**src/dbu_pkg.sv**
```systemverilog
// Package: register map, field positions, reset values and modes of the debug serial port
`default_nettype none
package dbu_pkg;
  localparam logic [11:0] OFF_CMD = 12'h000;
  localparam logic [11:0] OFF_MODE = 12'h004;
  localparam logic [11:0] OFF_IEN = 12'h008;
  localparam logic [11:0] OFF_IDIS = 12'h00C;
  localparam logic [11:0] OFF_IMASK = 12'h010;
  localparam logic [11:0] OFF_STAT = 12'h014;
  localparam logic [11:0] OFF_RHR = 12'h018;
  localparam logic [11:0] OFF_THR = 12'h01C;
  localparam logic [11:0] OFF_BAUD = 12'h020;
  localparam logic [11:0] OFF_ID = 12'h040;
  localparam logic [11:0] OFF_IDX = 12'h044;
  localparam logic [11:0] OFF_DPB = 12'h048;
  localparam logic [11:0] OFF_XFER_BASE = 12'h100;
  // Command bits
  localparam int CMD_RXRST = 2;
  localparam int CMD_TXRST = 3;
  localparam int CMD_RXON = 4;
  localparam int CMD_RXOFF = 5;
  localparam int CMD_TXON = 6;
  localparam int CMD_TXOFF = 7;
  localparam int CMD_ECLR = 8;
  // Mode fields
  localparam int MODE_PAR_LSB = 9;
  localparam int MODE_CH_LSB = 14;
  localparam logic [31:0] MODE_MASK = 32'h0000_CE00;
  // Shared status / interrupt layout
  localparam int ST_RECEIVE_CHAR_AVAILABLE = 0;
  localparam int ST_TRANSMIT_HOLDING_FREE = 1;
  localparam int ST_RXEND = 3;
  localparam int ST_TXEND = 4;
  localparam int ST_OVR = 5;
  localparam int ST_FRM = 6;
  localparam int ST_PAR = 7;
  localparam int ST_TRANSMITTER_IDLE_FLAG = 9;
  localparam int ST_TRANSMIT_BUFFER_DRAINED = 11;
  localparam int ST_RECEIVE_BUFFER_FILLED = 12;
  localparam int ST_DCW = 30;
  localparam int ST_DCR = 31;
  localparam logic [31:0] IRQ_MASK = 32'hC000_1AFB;
  localparam logic [31:0] MODE_RESET = 32'h0000_0000;
  localparam logic [31:0] IMASK_RESET = 32'h0000_0000;
  localparam logic [15:0] BAUD_RESET = 16'h0000;
  localparam logic [7:0] RHR_RESET = 8'h00;
  localparam int OVS = 16;
  localparam logic [3:0] OVS_MID = 4'h7;
  localparam logic [3:0] OVS_LAST = 4'hF;
  localparam logic [3:0] DATA_BITS = 4'h8;
  typedef enum logic [1:0] {CH_NORMAL = 2'b00, CH_ECHO = 2'b01, CH_LOCAL = 2'b10, CH_REMOTE = 2'b11} dbu_channel_test_select_e;
  typedef enum logic [2:0] {
    LN_IDLE = 3'b000, LN_START = 3'b001, LN_DATA = 3'b010, LN_PAR = 3'b011, LN_STOP = 3'b100
  } dbu_line_e;
endpackage
`default_nettype wire

```
**src/dbu_uart.sv**
```systemverilog
// Debug serial port: APB register file, receiver, transmitter, test modes
`default_nettype none
// What this block does
// - Receiver reset command resets, disables receiver, aborts any character in progress.
// - Transmitter reset command resets, disables transmitter, aborts character being shifted.
// - Receiver enable command takes effect only when receiver disable is zero.
// - Receiver disable without reset finishes the current character, then stops.
// - Transmitter enable command takes effect only when transmitter disable is zero.
// - Transmitter disable without reset drains shift and holding characters first.
// - Error clear command clears parity, framing and overrun flags only.
// - Check bit type: even, odd, space, mark, none when top bit set.
// - Channel select: normal, echo, local loopback, remote loopback.
// - Interrupt enable writes set mask bits where ones are written.
// - Interrupt disable writes clear mask bits where ones are written.
// - Mask register reads enabled sources, resets to zero.
// - Enable, disable, mask and status share one bit layout.
// - Receive ready shows an unread received character, zero when receiver off.
// - Transmit ready shows holding register free, zero when transmitter off.
// - Transmitter idle when holding and shift both empty and enabled.
// - Overrun, framing and parity flags are sticky until error clear.
// - Transfer done bits mirror transfer controller end signals.
// - Buffer drained and filled bits mirror transfer controller signals.
// - Top status bits mirror debug channel write and read pending.
// - Baud divisor at 0x20 resets to zero; transfer controller area from 0x100.
// - Reading receive holding register returns character and clears receive ready.
// - Debug port block forces test port reset low, else follows debug reset.
module dbu_uart #(
  parameter logic [31:0] ID_VALUE = 32'h0000_0001, // Arbitrary value
  parameter logic [31:0] ID_EXT_VALUE = 32'h0000_0000 // Arbitrary value
) (
  input wire logic pclk,
  input wire logic presetn,
  input wire logic clk_en,
  input wire logic psel,
  input wire logic penable,
  input wire logic pwrite,
  input wire logic [11:0] paddr,
  input wire logic [31:0] pwdata,
  output logic [31:0] prdata,
  output logic pready,
  output logic pslverr,
  input wire logic rx_pin,
  output logic tx_pin,
  input wire logic receive_transfer_done,
  input wire logic transmit_transfer_done,
  input wire logic transmit_buffer_drained,
  input wire logic receive_buffer_filled,
  input wire logic debug_channel_write_pending,
  input wire logic debug_channel_read_pending,
  input wire logic debug_reset_n,
  output logic test_port_reset_n,
  output logic irq
);
  typedef struct packed {
    logic [1:0] rxs;
    logic [1:0] ext_s;
    logic [31:0] prdata;
    logic pready;
    logic pslverr;
    logic tx_pin;
    logic tpr_n;
    logic irq;
    logic [31:0] mode;
    logic [31:0] imask;
    logic [15:0] baud;
    logic dpb;
    logic rx_en;
    logic rx_stop;
    logic tx_en;
    logic tx_stop;
    logic rx_rdy;
    logic [7:0] rhr;
    logic ovr;
    logic frm;
    logic perr;
    logic [7:0] thr;
    logic thr_full;
    logic [15:0] bcnt;
    logic btick;
    dbu_pkg::dbu_line_e rst;
    logic [3:0] rph;
    logic [3:0] rbit;
    logic [7:0] rsh;
    logic rpar;
    dbu_pkg::dbu_line_e tst;
    logic [3:0] tph;
    logic [3:0] tbit;
    logic [7:0] tsh;
    logic [7:0] tchr;
    logic tline;
  } dbu_state_s;

  dbu_state_s q;
  dbu_state_s d;

  logic [31:0] status;
  logic wr;
  logic rd;
  logic [2:0] partype;
  logic par_on;
  logic rx_in;
  logic rx_fall;
  logic [1:0] ch;
  logic [31:0] rdv;
  logic [7:0] parity_src;
  logic [2:0] err_set;

  // Parity bit for a given character under the selected type
  function automatic logic calc_par(input logic [2:0] pt, input logic [7:0] v);
    logic r;
    r = 1'b0;
    unique case (pt[1:0])
      2'b00: r = ^v;
      2'b01: r = ~(^v);
      2'b10: r = 1'b0;
      2'b11: r = 1'b1;
    endcase
    return r;
  endfunction

  always_comb
  begin
    ch = q.mode[dbu_pkg::MODE_CH_LSB +: 2];
    partype = q.mode[dbu_pkg::MODE_PAR_LSB +: 3];
    par_on = ~partype[2];
    wr = psel & penable & pwrite & ~q.pready;
    rd = psel & penable & ~pwrite & ~q.pready;
    // Line source for the receiver depends on the test mode
    rx_in = (ch == dbu_pkg::CH_LOCAL) ? q.tline : q.rxs[1];
    // Only a falling edge starts a frame, so a low stop bit cannot restart it
    rx_fall = q.ext_s[0] & ~rx_in;
    parity_src = q.rsh;
    err_set = 3'b000;
    status = 32'h0000_0000;
    status[dbu_pkg::ST_RECEIVE_CHAR_AVAILABLE] = q.rx_rdy & q.rx_en;
    status[dbu_pkg::ST_TRANSMIT_HOLDING_FREE] = ~q.thr_full & q.tx_en;
    status[dbu_pkg::ST_TRANSMITTER_IDLE_FLAG] = ~q.thr_full & (q.tst == dbu_pkg::LN_IDLE) & q.tx_en;
    status[dbu_pkg::ST_RXEND] = receive_transfer_done;
    status[dbu_pkg::ST_TXEND] = transmit_transfer_done;
    status[dbu_pkg::ST_TRANSMIT_BUFFER_DRAINED] = transmit_buffer_drained;
    status[dbu_pkg::ST_RECEIVE_BUFFER_FILLED] = receive_buffer_filled;
    status[dbu_pkg::ST_OVR] = q.ovr;
    status[dbu_pkg::ST_FRM] = q.frm;
    status[dbu_pkg::ST_PAR] = q.perr;
    status[dbu_pkg::ST_DCW] = debug_channel_write_pending;
    status[dbu_pkg::ST_DCR] = debug_channel_read_pending;
    unique case (paddr)
      dbu_pkg::OFF_MODE: rdv = q.mode;
      dbu_pkg::OFF_IMASK: rdv = q.imask;
      dbu_pkg::OFF_STAT: rdv = status;
      dbu_pkg::OFF_RHR: rdv = {24'h000000, q.rhr};
      dbu_pkg::OFF_BAUD: rdv = {16'h0000, q.baud};
      dbu_pkg::OFF_ID: rdv = ID_VALUE;
      dbu_pkg::OFF_IDX: rdv = ID_EXT_VALUE;
      dbu_pkg::OFF_DPB: rdv = {31'h0000_0000, q.dpb};
      default: rdv = 32'h0000_0000;
    endcase

    d = q;
    d.rxs = {q.rxs[0], rx_pin};
    if (q.btick)
    begin
      d.ext_s = {q.ext_s[0], rx_in};
    end
    // One wait state: answer the cycle after penable rises
    d.pready = psel & penable & ~q.pready;
    d.pslverr = 1'b0;
    d.prdata = rd ? rdv : 32'h0000_0000;

    // Baud tick at 16x oversampling; divisor of one gives the clock itself
    d.btick = 1'b0;
    if (q.baud == 16'h0000)
    begin
      d.bcnt = 16'h0000;
    end
    else if (q.bcnt >= q.baud - 16'h0001 || q.baud == 16'h0001)
    begin
      d.bcnt = 16'h0000;
      d.btick = 1'b1;
    end
    else
    begin
      d.bcnt = q.bcnt + 16'h0001;
    end

    // Receiver
    if (q.btick & q.rx_en & (ch != dbu_pkg::CH_REMOTE))
    begin
      unique case (q.rst)
        dbu_pkg::LN_IDLE:
        begin
          if (q.rx_stop)
          begin
            d.rx_en = 1'b0;
            d.rx_stop = 1'b0;
          end
          else if (rx_fall)
          begin
            d.rst = dbu_pkg::LN_START;
            d.rph = 4'h0;
          end
        end
        dbu_pkg::LN_START:
        begin
          d.rph = q.rph + 4'h1;
          if (q.rph == dbu_pkg::OVS_MID)
          begin
            d.rst = rx_in ? dbu_pkg::LN_IDLE : dbu_pkg::LN_DATA;
            d.rph = 4'h0;
            d.rbit = 4'h0;
          end
        end
        dbu_pkg::LN_DATA:
        begin
          d.rph = q.rph + 4'h1;
          if (q.rph == dbu_pkg::OVS_LAST)
          begin
            d.rsh = {rx_in, q.rsh[7:1]};
            d.rbit = q.rbit + 4'h1;
            if (q.rbit == dbu_pkg::DATA_BITS - 4'h1)
            begin
              d.rst = par_on ? dbu_pkg::LN_PAR : dbu_pkg::LN_STOP;
            end
          end
        end
        dbu_pkg::LN_PAR:
        begin
          d.rph = q.rph + 4'h1;
          if (q.rph == dbu_pkg::OVS_LAST)
          begin
            d.rpar = rx_in;
            d.rst = dbu_pkg::LN_STOP;
          end
        end
        dbu_pkg::LN_STOP:
        begin
          d.rph = q.rph + 4'h1;
          if (q.rph == dbu_pkg::OVS_LAST)
          begin
            d.rst = dbu_pkg::LN_IDLE;
            d.rhr = q.rsh;
            d.rx_rdy = 1'b1;
            if (q.rx_rdy)
            begin
              d.ovr = 1'b1;
              err_set[0] = 1'b1;
            end
            if (~rx_in)
            begin
              d.frm = 1'b1;
              err_set[1] = 1'b1;
            end
            if (par_on && (q.rpar != calc_par(partype, parity_src)))
            begin
              d.perr = 1'b1;
              err_set[2] = 1'b1;
            end
          end
        end
        default: d.rst = dbu_pkg::LN_IDLE;
      endcase
    end

    // Transmitter
    if (q.btick & q.tx_en)
    begin
      d.tph = q.tph + 4'h1;
      unique case (q.tst)
        dbu_pkg::LN_IDLE:
        begin
          d.tph = 4'h0;
          d.tline = 1'b1;
          if (q.thr_full)
          begin
            d.tsh = q.thr;
            d.tchr = q.thr;
            d.thr_full = 1'b0;
            d.tst = dbu_pkg::LN_START;
            d.tline = 1'b0;
          end
          else if (q.tx_stop)
          begin
            d.tx_en = 1'b0;
            d.tx_stop = 1'b0;
          end
        end
        dbu_pkg::LN_START:
        begin
          if (q.tph == dbu_pkg::OVS_LAST)
          begin
            d.tst = dbu_pkg::LN_DATA;
            d.tbit = 4'h0;
            d.tline = q.tsh[0];
          end
        end
        dbu_pkg::LN_DATA:
        begin
          if (q.tph == dbu_pkg::OVS_LAST)
          begin
            d.tbit = q.tbit + 4'h1;
            d.tsh = {1'b0, q.tsh[7:1]};
            if (q.tbit == dbu_pkg::DATA_BITS - 4'h1)
            begin
              d.tst = par_on ? dbu_pkg::LN_PAR : dbu_pkg::LN_STOP;
              d.tline = par_on ? calc_par(partype, q.tchr) : 1'b1;
            end
            else
            begin
              d.tline = q.tsh[1];
            end
          end
        end
        dbu_pkg::LN_PAR:
        begin
          if (q.tph == dbu_pkg::OVS_LAST)
          begin
            d.tst = dbu_pkg::LN_STOP;
            d.tline = 1'b1;
          end
        end
        dbu_pkg::LN_STOP:
        begin
          if (q.tph == dbu_pkg::OVS_LAST)
          begin
            d.tst = dbu_pkg::LN_IDLE;
          end
        end
        default: d.tst = dbu_pkg::LN_IDLE;
      endcase
    end

    // Register writes
    if (wr)
    begin
      unique case (paddr)
        dbu_pkg::OFF_CMD:
        begin
          if (pwdata[dbu_pkg::CMD_RXON] & ~pwdata[dbu_pkg::CMD_RXOFF])
          begin
            d.rx_en = 1'b1;
            d.rx_stop = 1'b0;
          end
          if (pwdata[dbu_pkg::CMD_RXOFF])
          begin
            if (q.rst == dbu_pkg::LN_IDLE)
            begin
              d.rx_en = 1'b0;
            end
            else
            begin
              d.rx_stop = 1'b1;
            end
          end
          if (pwdata[dbu_pkg::CMD_TXON] & ~pwdata[dbu_pkg::CMD_TXOFF])
          begin
            d.tx_en = 1'b1;
            d.tx_stop = 1'b0;
          end
          if (pwdata[dbu_pkg::CMD_TXOFF])
          begin
            if (q.tst == dbu_pkg::LN_IDLE && ~q.thr_full)
            begin
              d.tx_en = 1'b0;
            end
            else
            begin
              d.tx_stop = 1'b1;
            end
          end
          if (pwdata[dbu_pkg::CMD_RXRST])
          begin
            d.rx_en = 1'b0;
            d.rx_stop = 1'b0;
            d.rst = dbu_pkg::LN_IDLE;
            d.rx_rdy = 1'b0;
          end
          if (pwdata[dbu_pkg::CMD_TXRST])
          begin
            d.tx_en = 1'b0;
            d.tx_stop = 1'b0;
            d.tst = dbu_pkg::LN_IDLE;
            d.thr_full = 1'b0;
            d.tline = 1'b1;
          end
          if (pwdata[dbu_pkg::CMD_ECLR])
          begin
            // Clear yields to an error landing in the same cycle
            d.ovr = err_set[0];
            d.frm = err_set[1];
            d.perr = err_set[2];
          end
        end
        dbu_pkg::OFF_MODE: d.mode = pwdata & dbu_pkg::MODE_MASK;
        dbu_pkg::OFF_IEN: d.imask = q.imask | (pwdata & dbu_pkg::IRQ_MASK);
        dbu_pkg::OFF_IDIS: d.imask = q.imask & ~pwdata;
        dbu_pkg::OFF_THR:
        begin
          if (q.tx_en & ~q.tx_stop)
          begin
            d.thr = pwdata[7:0];
            d.thr_full = 1'b1;
          end
        end
        dbu_pkg::OFF_BAUD: d.baud = pwdata[15:0];
        dbu_pkg::OFF_DPB: d.dpb = pwdata[0];
        default: d.mode = q.mode;
      endcase
    end
    if (rd && paddr == dbu_pkg::OFF_RHR && !(d.rx_rdy && !q.rx_rdy))
    begin
      d.rx_rdy = 1'b0;
    end

    unique case (ch)
      dbu_pkg::CH_NORMAL: d.tx_pin = d.tline;
      dbu_pkg::CH_ECHO: d.tx_pin = q.rxs[1];
      dbu_pkg::CH_LOCAL: d.tx_pin = 1'b1;
      dbu_pkg::CH_REMOTE: d.tx_pin = q.rxs[1];
    endcase
    d.tpr_n = d.dpb ? 1'b0 : debug_reset_n;
    d.irq = |(status & q.imask);
  end

  always_ff @(posedge pclk or negedge presetn)
  begin
    if (!presetn)
    begin
      q <= '0;
      q.rxs <= 2'b11;
      q.ext_s <= 2'b11;
      q.tx_pin <= 1'b1;
      q.tline <= 1'b1;
      q.tpr_n <= 1'b0;
      q.mode <= dbu_pkg::MODE_RESET;
      q.imask <= dbu_pkg::IMASK_RESET;
      q.baud <= dbu_pkg::BAUD_RESET;
      q.rhr <= dbu_pkg::RHR_RESET;
      q.rst <= dbu_pkg::LN_IDLE;
      q.tst <= dbu_pkg::LN_IDLE;
    end
    else if (clk_en)
    begin
      q <= d;
    end
  end

  assign prdata = q.prdata;
  assign pready = q.pready;
  assign pslverr = q.pslverr;
  assign tx_pin = q.tx_pin;
  assign test_port_reset_n = q.tpr_n;
  assign irq = q.irq;
endmodule // dbu_uart
`default_nettype wire

```
**config.mk**
```make
export PLATFORM = sky130hd
export DESIGN_NAME = dbu_uart
export DESIGN_NICKNAME = d
export VERILOG_FILES = /design/src/dbu_pkg.sv /design/src/dbu_uart.sv
export SDC_FILE = /design/constraint.sdc
export NUM_CORES = 1
export LEC_CHECK = 0
export BUFFER_PORTS_ARGS = -buffer_cell sky130_fd_sc_hd__buf_2
export CAP_MARGIN = 40
export CORE_MARGIN = 5
export CORE_UTILIZATION = 40
export CTS_BUF_LIST = sky130_fd_sc_hd__clkbuf_8 sky130_fd_sc_hd__clkbuf_16
export DETAILED_ROUTE_END_ITERATION = 16
export SYNTH_ARGS = -nofsm -noshare
export SYNTH_HDL_FRONTEND = slang
export SYNTH_SLANG_ARGS = --single-unit
```
**constraint.sdc**
```tcl
create_clock -name pclk -period 5.4 [get_ports pclk]
set_input_delay 0.27 -clock pclk [delete_from_list [all_inputs] [get_ports pclk]]
set_output_delay 0.27 -clock pclk [all_outputs]
set_load 0.01 [all_outputs]
```
Yosys cells after proc, flatten, opt, wreduce, memory -nomap -nowiden
Cells that the tools add are included.
{ "totals": {"ff_bits": 183, "word_cells": 255, "inputBits": 58} }
{ "op_classes": {"order_cmp": 1, "bitwise_logic": 31, "eq_ne": 39, "reduce_logical": 38, "n_mux": 105, "add_sub_neg": 6} }
{ "ops": {"columns": ["operator", "n"], "rows": [
  ["$pmux W32 S7", 1],
  ["$mux W12", 6],
  ["$mux W3", 22],
  ["$and A32 B32 Y32", 2],
  ["$pmux W32 S2", 1],
  ["$eq A12 B5 Y1 const B", 4],
  ["$mux W1", 33],
  ["$mux W16", 2],
  ["$mux W32", 1],
  ["$not A32 Y32", 1],
  ["$or A32 B32 Y32", 1],
  ["$reduce_or A32 Y1", 1],
  ["$pmux W3 S5", 2],
  ["$mux W2", 14],
  ["$mux W28", 1],
  ["$eq A12 B4 Y1 const B", 2],
  ["$eq A12 B7 Y1 const B", 2],
  ["$mux W8", 3],
  ["$mux W20", 1],
  ["$reduce_and A4 Y1", 5],
  ["$reduce_and A5 Y1", 4],
  ["$and A1 B1 Y1", 17],
  ["$mux W17", 1],
  ["$add A16 B1 Y16 const B", 1],
  ["42 further kinds", 92]
]} }

Depth between registers and ports, before layout
Gate-level depths: netlist of the first run.
{ "logic_depth": {"depth_word": 19, "depth_mapped": 15, "ltp_nobuf": 14} }

Least setup slack after synthesis of the first run
No wires, ideal clock.
{ "synth_path": {"path_kind": "flip-flop to flip-flop", "from": "reg q[96] in the netlist's numbering", "to": "reg q[61] in the netlist's numbering", "setup_time_ps": 104, "arrival_ps": 3220, "path_slack_ps": 2076, "required_ps": 5296, "path_stages_with_launch": 13, "path_buffers": 0, "path_cell_list": "dfrtp_1 nor4_1 nand2_1 o41a_1 nor2_1 ha_1 a21o_1 a21o_1 a211o_1 a211o_1 a21boi_2 nand2_1 o311ai_1"} }
{ "synth_between": {"elab_chain_cells": 5} }
{ "synth_rtl": {"columns": ["element", "line_no", "source"], "rows": [
  ["start: declaration", "dbu_uart.sv:93", "dbu_state_s q;"],
  ["$sub A16 B1 Y16", "dbu_uart.sv:176", "else if (q.bcnt >= q.baud - 16'h0001 || q.baud == 16'h0001)"],
  ["$ge A16 B16 Y1", "dbu_uart.sv:176", null],
  ["$logic_or A1 B1 Y1", "dbu_uart.sv:176", null],
  ["$mux W16", "dbu_uart.sv:176", null],
  ["$mux W16 *", "dbu_uart.sv:172", "if (q.baud == 16'h0000)"]
]} }
Mark *: on every way between the ends. The rest lies on a longest branch, timed or not.
A chain may end at the register's enable or synchronous reset.

Final worst setup path of the first run
{ "layout_path": {"from": "reg q[94] in the netlist's numbering", "to": "reg q[61] in the netlist's numbering"} }
The elaborated chain is that of the path after synthesis.

==> run summary, run 1 <==
Worst Hold Class -> input port to register
Top-Level Pins -> 95
Via density -> 5.56
share of layout cells above drive strength 1 -> 20.9%
asr flop ratio synth -> 100%
Fin Setup TNS -> 0 ns
H-tree Lvls -> 4
pins over their slew limit -> 0
total routed wirelength -> 24300 um
Crit. Startpoint -> q[94]$_DFFE_PN0P_
largest net degree at the start of global routing -> 64
Peak VDD IR -> 0.205 mV
unrepaired setup endpoints after global routing -> no
FF-to-FF path depth -> 12
Port Buffer Count -> 93
diodes inserted -> 0
Non-Filler Instances -> 1326
drt drc -> 0
die area -> 0.0272 mm2
most common cell after layout, fill and taps aside -> dfrtp_1
Cells after Synth -> 936
Yosys warnings -> 0
crit path launch type -> register
Pleak -> 4.97 nW
Fillers -> 2266
FF+latch area -> 0.00459 mm2
CTS buffer count -> 17
Critical Path End -> q[61]$_DFFE_PN0P_
Max Cap Viol -> 0
Core ar. -> 0.0235 mm2
Yosys cell types -> 75
Die Ht -> 165 um
status -> finished clean
Fmax -> 0.259 GHz
final setup skew -> 0.0103 ns
Initial DRC Count -> 625
final hold vios -> 0
GR Overflow Total -> 0
CP Capture Type -> register
Core Util, Final -> 45.8%
GPL Wtd Cong -> 0.814
Root Buffer -> clkbuf_16
worst reg2reg startpoint -> q[94]$_DFFE_PN0P_
Final nets -> 1076
pwr dens -> 306 mW/mm2
Placed Cells -> 1286
Critical Path RT -> 5.74 ns
post-synthesis sequential area ratio -> 47.8%
Syn-to-layout area delta -> 12.4%
leading cell types in the layout, fill and taps excluded -> dfrtp_1, nand2_1, buf_2
vias in the first global route -> 7287
Worst Max-Slew Pin Slew -> 0.864 ns
FF+latch count, synth -> 183
relative slew slack -> 42.2%
WP data arrival -> 4.20 ns
wire per inst -> 18.3 um
Post-synth top flop -> dfrtp_1
Post-Syn Area per Cell -> 10.3 um2
Cell Area, Synth -> 0.00960 mm2
CTS max path bufs -> 2
Worst Hold Launch -> pwdata[23]
CTS tree -> built
drt pass-1 iters -> 5
Final ANT Viol Nets -> 0
clock-pin slew on the worst setup and hold paths -> 0.08 ns
Die Span X -> 165 um
RR Endpoint -> q[61]$_DFFE_PN0P_
Design Power -> 0.00331 W
reg-to-reg slack, setup -> 1.54 ns
multi-input logic area -> 0.00448 mm2
antenna violations before repair -> 0
EDFF count, synth -> 0
post-route clock period utilization -> 71.4%
synthesized net count -> 1017
Worst-Skew Late Latency -> 0.44 ns
via count -> 7373
first-pass GRT wire length -> 39800 um
FP Rows -> 56
Final setup viols -> 0
CP max FO -> 7
clock sink count -> 183
total track usage -> 18.5%
Period minus WS final -> 3.86 ns
Starting Density -> 40.8%
Final HPWL DP -> 17300 um
Final Hold Slack -> 0.00914 ns
kind of critical path -> register to register
number of post-CTS setup repair buffers -> 0
-- where the power goes --
group	total, W	internal [W]	leakage, nW	switching, W
Sequential	0.00154	0.00144	2.48	0.0000987
Combinational	0.000510	0.000212	2.20	0.000298
Clock	0.00126	0.000656	0.289	0.000602
Total	0.00331	0.00231	4.97	0.000999
-- Yosys cell counts, types with 22 or more instances --
master	number	area, um2
a21oi_1	32	160
buf_4	34	255
nor2_1	56	210
dfrtp_1	178	4450
nand2_1	95	357
o21ai_0	61	305
nand3_1	33	165
nor3_1	22	110
clkbuf_1	31	116
mux2_2	48	541
a22o_1	35	307
ha_1	23	288
-- layout make-up --
cell class                 instances  share of cell area, %
timing repair buffer             117                   6.29
sequential                       183                   42.5
multi-input combinational        658                   41.5
clock inverter                    14                   1.43
clock buffer                      17                   3.94
inverter                          18                  0.626
tap                              319                   3.70
-- flip-flops by register name, summed over array words and instances (netlist names), named ones only --
signal,count
ch,2
irq,1
partype,3
q,121
parity_src,8
pready,1
tx_pin,1
test_port_reset_n,1
d,1
prdata,32
-- critical path, stage by stage (launching register included) --
cell,delay [ns]
dfrtp_1,0.43
nor4_1,0.61
nand2_1,0.17
o41a_1,0.34
nor2_1,0.12
ha_1,0.26
a21o_1,0.19
a21o_1,0.18
a211o_1,0.31
a211o_1,0.33
a21boi_2,0.29
nand2_1,0.21
o311ai_1,0.31
-- kinds of logic (layout without fill, tap and decap cells) --
family                     Yosys count  after routing  synth area share, %
and+or+nand+nor                    289            289                 14.9
AOI/OAI and AO/OA                  254            254                 18.7
DFF                                183            183                 47.8
buffers and inverters               95            166                 5.62
muxes                               61             61                 7.30
xor gates and xnor gates            30             30                 2.74
adders and majority gates           23             23                 3.00
other                                1              1               0.0391
-- layer usage --
metal | vias up | wire length (um) | global-route usage [%]
met1 | 3612 | 11500 | 26.6
met3 | 50 | 1070 | 3.29
met2 | 184 | 10900 | 28.0
met5 | - | 0 | 0
li1 | 3527 | - | -
met4 | 0 | 807 | 7.11
-- stage by stage --
step                setup WS [ns]  area [um2]
detailed placement           1.57       10100
global placement             1.70       10100
global route                 1.27       10800
finish                       1.54       10800
CTS                          1.57       10800
floorplan                    2.08        9600
-- what timing repair did --
action                                 in CTS  in global routing
resized for setup                           0                  0
endpoints found under the hold margin      66                  0
hold buffers                                9                  0
-- worst min-delay path by stage --
| stage | to | slack, ns | cells after the start |
|---|---|---|---|
| finish | q[130]$_DFFE_PN0P_ | 0.009 | 2 |
| global route | q[123]$_DFFE_PN0P_ | 0.002 | 2 |
| CTS | q[130]$_DFFE_PN0P_ | 0.0006 | 2 |
| detailed placement | q[41]$_DFFE_PN0P_ | 0.29 | 1 |
| global placement | q[41]$_DFFE_PN0P_ | 0.30 | 1 |
| floorplan | async pin | -0.03 | 0 |
No activity file was read; power rests on OpenSTA's default activity.
==> run 2, diff against run 1 <==
==> constraint.sdc (replaced) <==
create_clock -name pclk -period 3.31 [get_ports pclk]
set_input_delay 0.1655 -clock pclk [delete_from_list [all_inputs] [get_ports pclk]]
set_output_delay 0.1655 -clock pclk [all_outputs]
set_load 0.01 [all_outputs]
==> run summary, run 2 (synthesis gave the netlist of run 1 again) <==
Core ar. -> 0.0235 mm2 (unchanged)
final instance area -> 0.0113 mm2 (was 0.0108 mm2)
Die Span X -> 165 um (unchanged)
critical path's largest stage delay -> 0.41 ns (was 0.61 ns)
Crit. Startpoint -> q[93]$_DFFE_PN0P_ (was q[94]$_DFFE_PN0P_)
Period minus WS final -> 3.18 ns (was 3.86 ns)
CP Capture Type -> register (unchanged)
Starting Density -> 40.8% (unchanged)
Final HPWL DP -> 18000 um (was 17300 um)
leading cell types in the layout, fill and taps excluded -> dfrtp_1, nand2_1, buf_2 (unchanged)
die area -> 0.0272 mm2 (unchanged)
Die Ht -> 165 um (unchanged)
post-route clock period utilization -> 96.1% (was 71.4%)
Worst Max-Slew Pin Slew -> 0.837 ns (was 0.864 ns)
wire per inst -> 18.3 um (about the same)
drt drc -> 0 (unchanged)
Top-Level Pins -> 95 (unchanged)
H-tree Lvls -> 4 (unchanged)
Port Buffer Count -> 93 (unchanged)
reg-to-reg slack, setup -> 0.13 ns (was 1.54 ns)
worst reg2reg startpoint -> q[93]$_DFFE_PN0P_ (was q[94]$_DFFE_PN0P_)
relative slew slack -> 44.2% (was 42.2%)
Final nets -> 1116 (was 1076)
GPL Wtd Cong -> 0.863 (was 0.814)
Final Hold Slack -> 0.0299 ns (was 0.00914 ns)
Fin Setup TNS -> 0 ns (unchanged)
most common cell after layout, fill and taps aside -> dfrtp_1 (unchanged)
Via density -> 5.50 (was 5.56)
kind of critical path -> register to register (unchanged)
share of layout cells above drive strength 1 -> 23.4% (was 20.9%)
unrepaired setup endpoints after global routing -> yes (was no)
Crit path depth -> 13 (was 12)
Final setup viols -> 0 (unchanged)
Syn-to-layout area delta -> 17.5% (was 12.4%)
status -> finished clean (unchanged)
clock-pin slew on the worst setup and hold paths -> 0.07 ns (was 0.08 ns)
Critical path buffers and inverters -> 1 (was 0)
Non-Filler Instances -> 1368 (was 1326)
Worst Hold Class -> input port to register (unchanged)
CTS max path bufs -> 2 (unchanged)
placed inst area -> 0.0103 mm2 (was 0.0101 mm2)
Worst Hold Depth -> 3 (was 2)
Initial DRC Count -> 604 (was 625)
crit path launch type -> register (unchanged)
via count -> 7519 (was 7373)
FP Rows -> 56 (unchanged)
first-pass GRT wire length -> 40900 um (was 39800 um)
Final ANT Viol Nets -> 0 (unchanged)
Largest register FFs -> 121 (unchanged)
antenna violations before repair -> 2 (was 0)
Worst-Skew Late Latency -> 0.44 ns (about the same)
CTS buffer count -> 17 (unchanged)
pins over their slew limit -> 0 (unchanged)
Fmax -> 0.314 GHz (was 0.259 GHz)
final setup skew -> 0.00929 ns (was 0.0103 ns)
CTS tree -> built (unchanged)
GR Overflow Total -> 0 (unchanged)
Top reg by flops -> q (unchanged)
Peak VDD IR -> 0.359 mV (was 0.205 mV)
drt pass-1 iters -> 5 (unchanged)
Root Buffer -> clkbuf_16 (unchanged)
CP delay by family, top -> compound AO/OA/AOI/OAI gates (unchanged)
vias in the first global route -> 7447 (was 7287)
pwr dens -> 501 mW/mm2 (was 306 mW/mm2)
Placed Cells -> 1306 (was 1286)
WP data arrival -> 3.56 ns (was 4.20 ns)
Critical Path RT -> 3.69 ns (was 5.74 ns)
crit-path cells -> nor4_4 -> nand2_1 -> o41a_1 -> nor2_1 -> ha_1 -> a21o_1 -> a21o_1 -> a211o_1 -> a211o_1 -> a21bo_4 -> buf_6 -> o21ai_2 -> a22o_1 (was nor4_1 -> nand2_1 -> o41a_1 -> nor2_1 -> ha_1 -> a21o_1 -> a21o_1 -> a211o_1 -> a211o_1 -> a21boi_2 -> nand2_1 -> o311ai_1)
total routed wirelength -> 25000 um (was 24300 um)
Max Cap Viol -> 0 (unchanged)
FF-to-FF path depth -> 13 (was 12)
Pleak -> 5.21 nW (was 4.97 nW)
final hold vios -> 0 (unchanged)
largest net degree at the start of global routing -> 103 (was 64)
slowest CP cell -> dfrtp_1 (was nor4_1)
total track usage -> 19.0% (was 18.5%)
RR Endpoint -> q[56]$_DFFE_PN0P_ (was q[61]$_DFFE_PN0P_)
Critical Path End -> q[56]$_DFFE_PN0P_ (was q[61]$_DFFE_PN0P_)
clock sink count -> 183 (unchanged)
CP max FO -> 7 (unchanged)
run 2: changes by cell type in the layout (fill, tap and decap cells not counted), sizes merged, moves of 2 or more:
cell,before,now
buf,106,130
dlygate4sd3,9,26
clkbuf,18,21
clkinv,5,3
run 2: worst reg2reg max path: stages, from the launching register on:
cell     delay [ns]
dfrtp_1        0.41
nor4_4         0.29
nand2_1        0.10
o41a_1         0.32
nor2_1         0.15
ha_1           0.27
a21o_1         0.19
a21o_1         0.18
a211o_1        0.27
a211o_1        0.29
a21bo_4        0.27
buf_6          0.14
o21ai_2        0.12
a22o_1         0.14
run 2: worst min path at each step:
stage	startpoint	end
floorplan	presetn	async pin
global placement	presetn	q[42]$_DFFE_PN0P_
detailed placement	presetn	q[42]$_DFFE_PN0P_
CTS	debug_channel_read_pending	prdata[31]$_DFFE_PN0P_
global route	pwdata[5]	q[88]$_DFFE_PN0P_
finish	debug_channel_read_pending	prdata[31]$_DFFE_PN0P_
run 2: power breakdown:
part	leakage [nW]	internal [W]	switching, W	total (W)
registers	2.48	0.00235	0.000151	0.00250
clock network	0.310	0.00121	0.000946	0.00215
logic	2.42	0.000451	0.000549	0.00100
total	5.21	0.00400	0.00165	0.00565
run 2: cell type report:
class | count | area [um2]
Antenna cell | 1 | 2.50
Clock buffer | 20 | 467
Clock inverter | 12 | 154
Fill cell | 2182 | 12300
Inverter | 18 | 67.6
Multi-Input combinational cell | 658 | 4540
Sequential cell | 183 | 4590
Tap cell | 319 | 399
Timing Repair Buffer | 157 | 1060
run 2: through the flow:
step	setup slack (ns)	util, %	power (W)
finish	0.129	47.9	0.00565
floorplan	0.0972	-	0.00311
CTS	0.0510	47.5	0.00562
global placement	0.133	43.7	0.00341
detailed placement	0.0867	43.8	0.00343
global route	-0.0774	47.9	0.00595
run 2: what timing repair did:
item                                   in CTS  in global routing
hold buffers                               26                  0
setup endpoints to repair                   0                 13
endpoints found under the hold margin     131                  0
resized for setup                           0                 18
buffers inserted                            0                  3
run 2: routing by layer:
layer | vias to the layer above | track usage (%) | wire, um
li1 | 3605 | - | -
met1 | 3740 | 27.7 | 11800
met2 | 141 | 28.7 | 11700
met3 | 31 | 3.92 | 1080
met4 | 2 | 5.75 | 431
met5 | - | 0 | 8
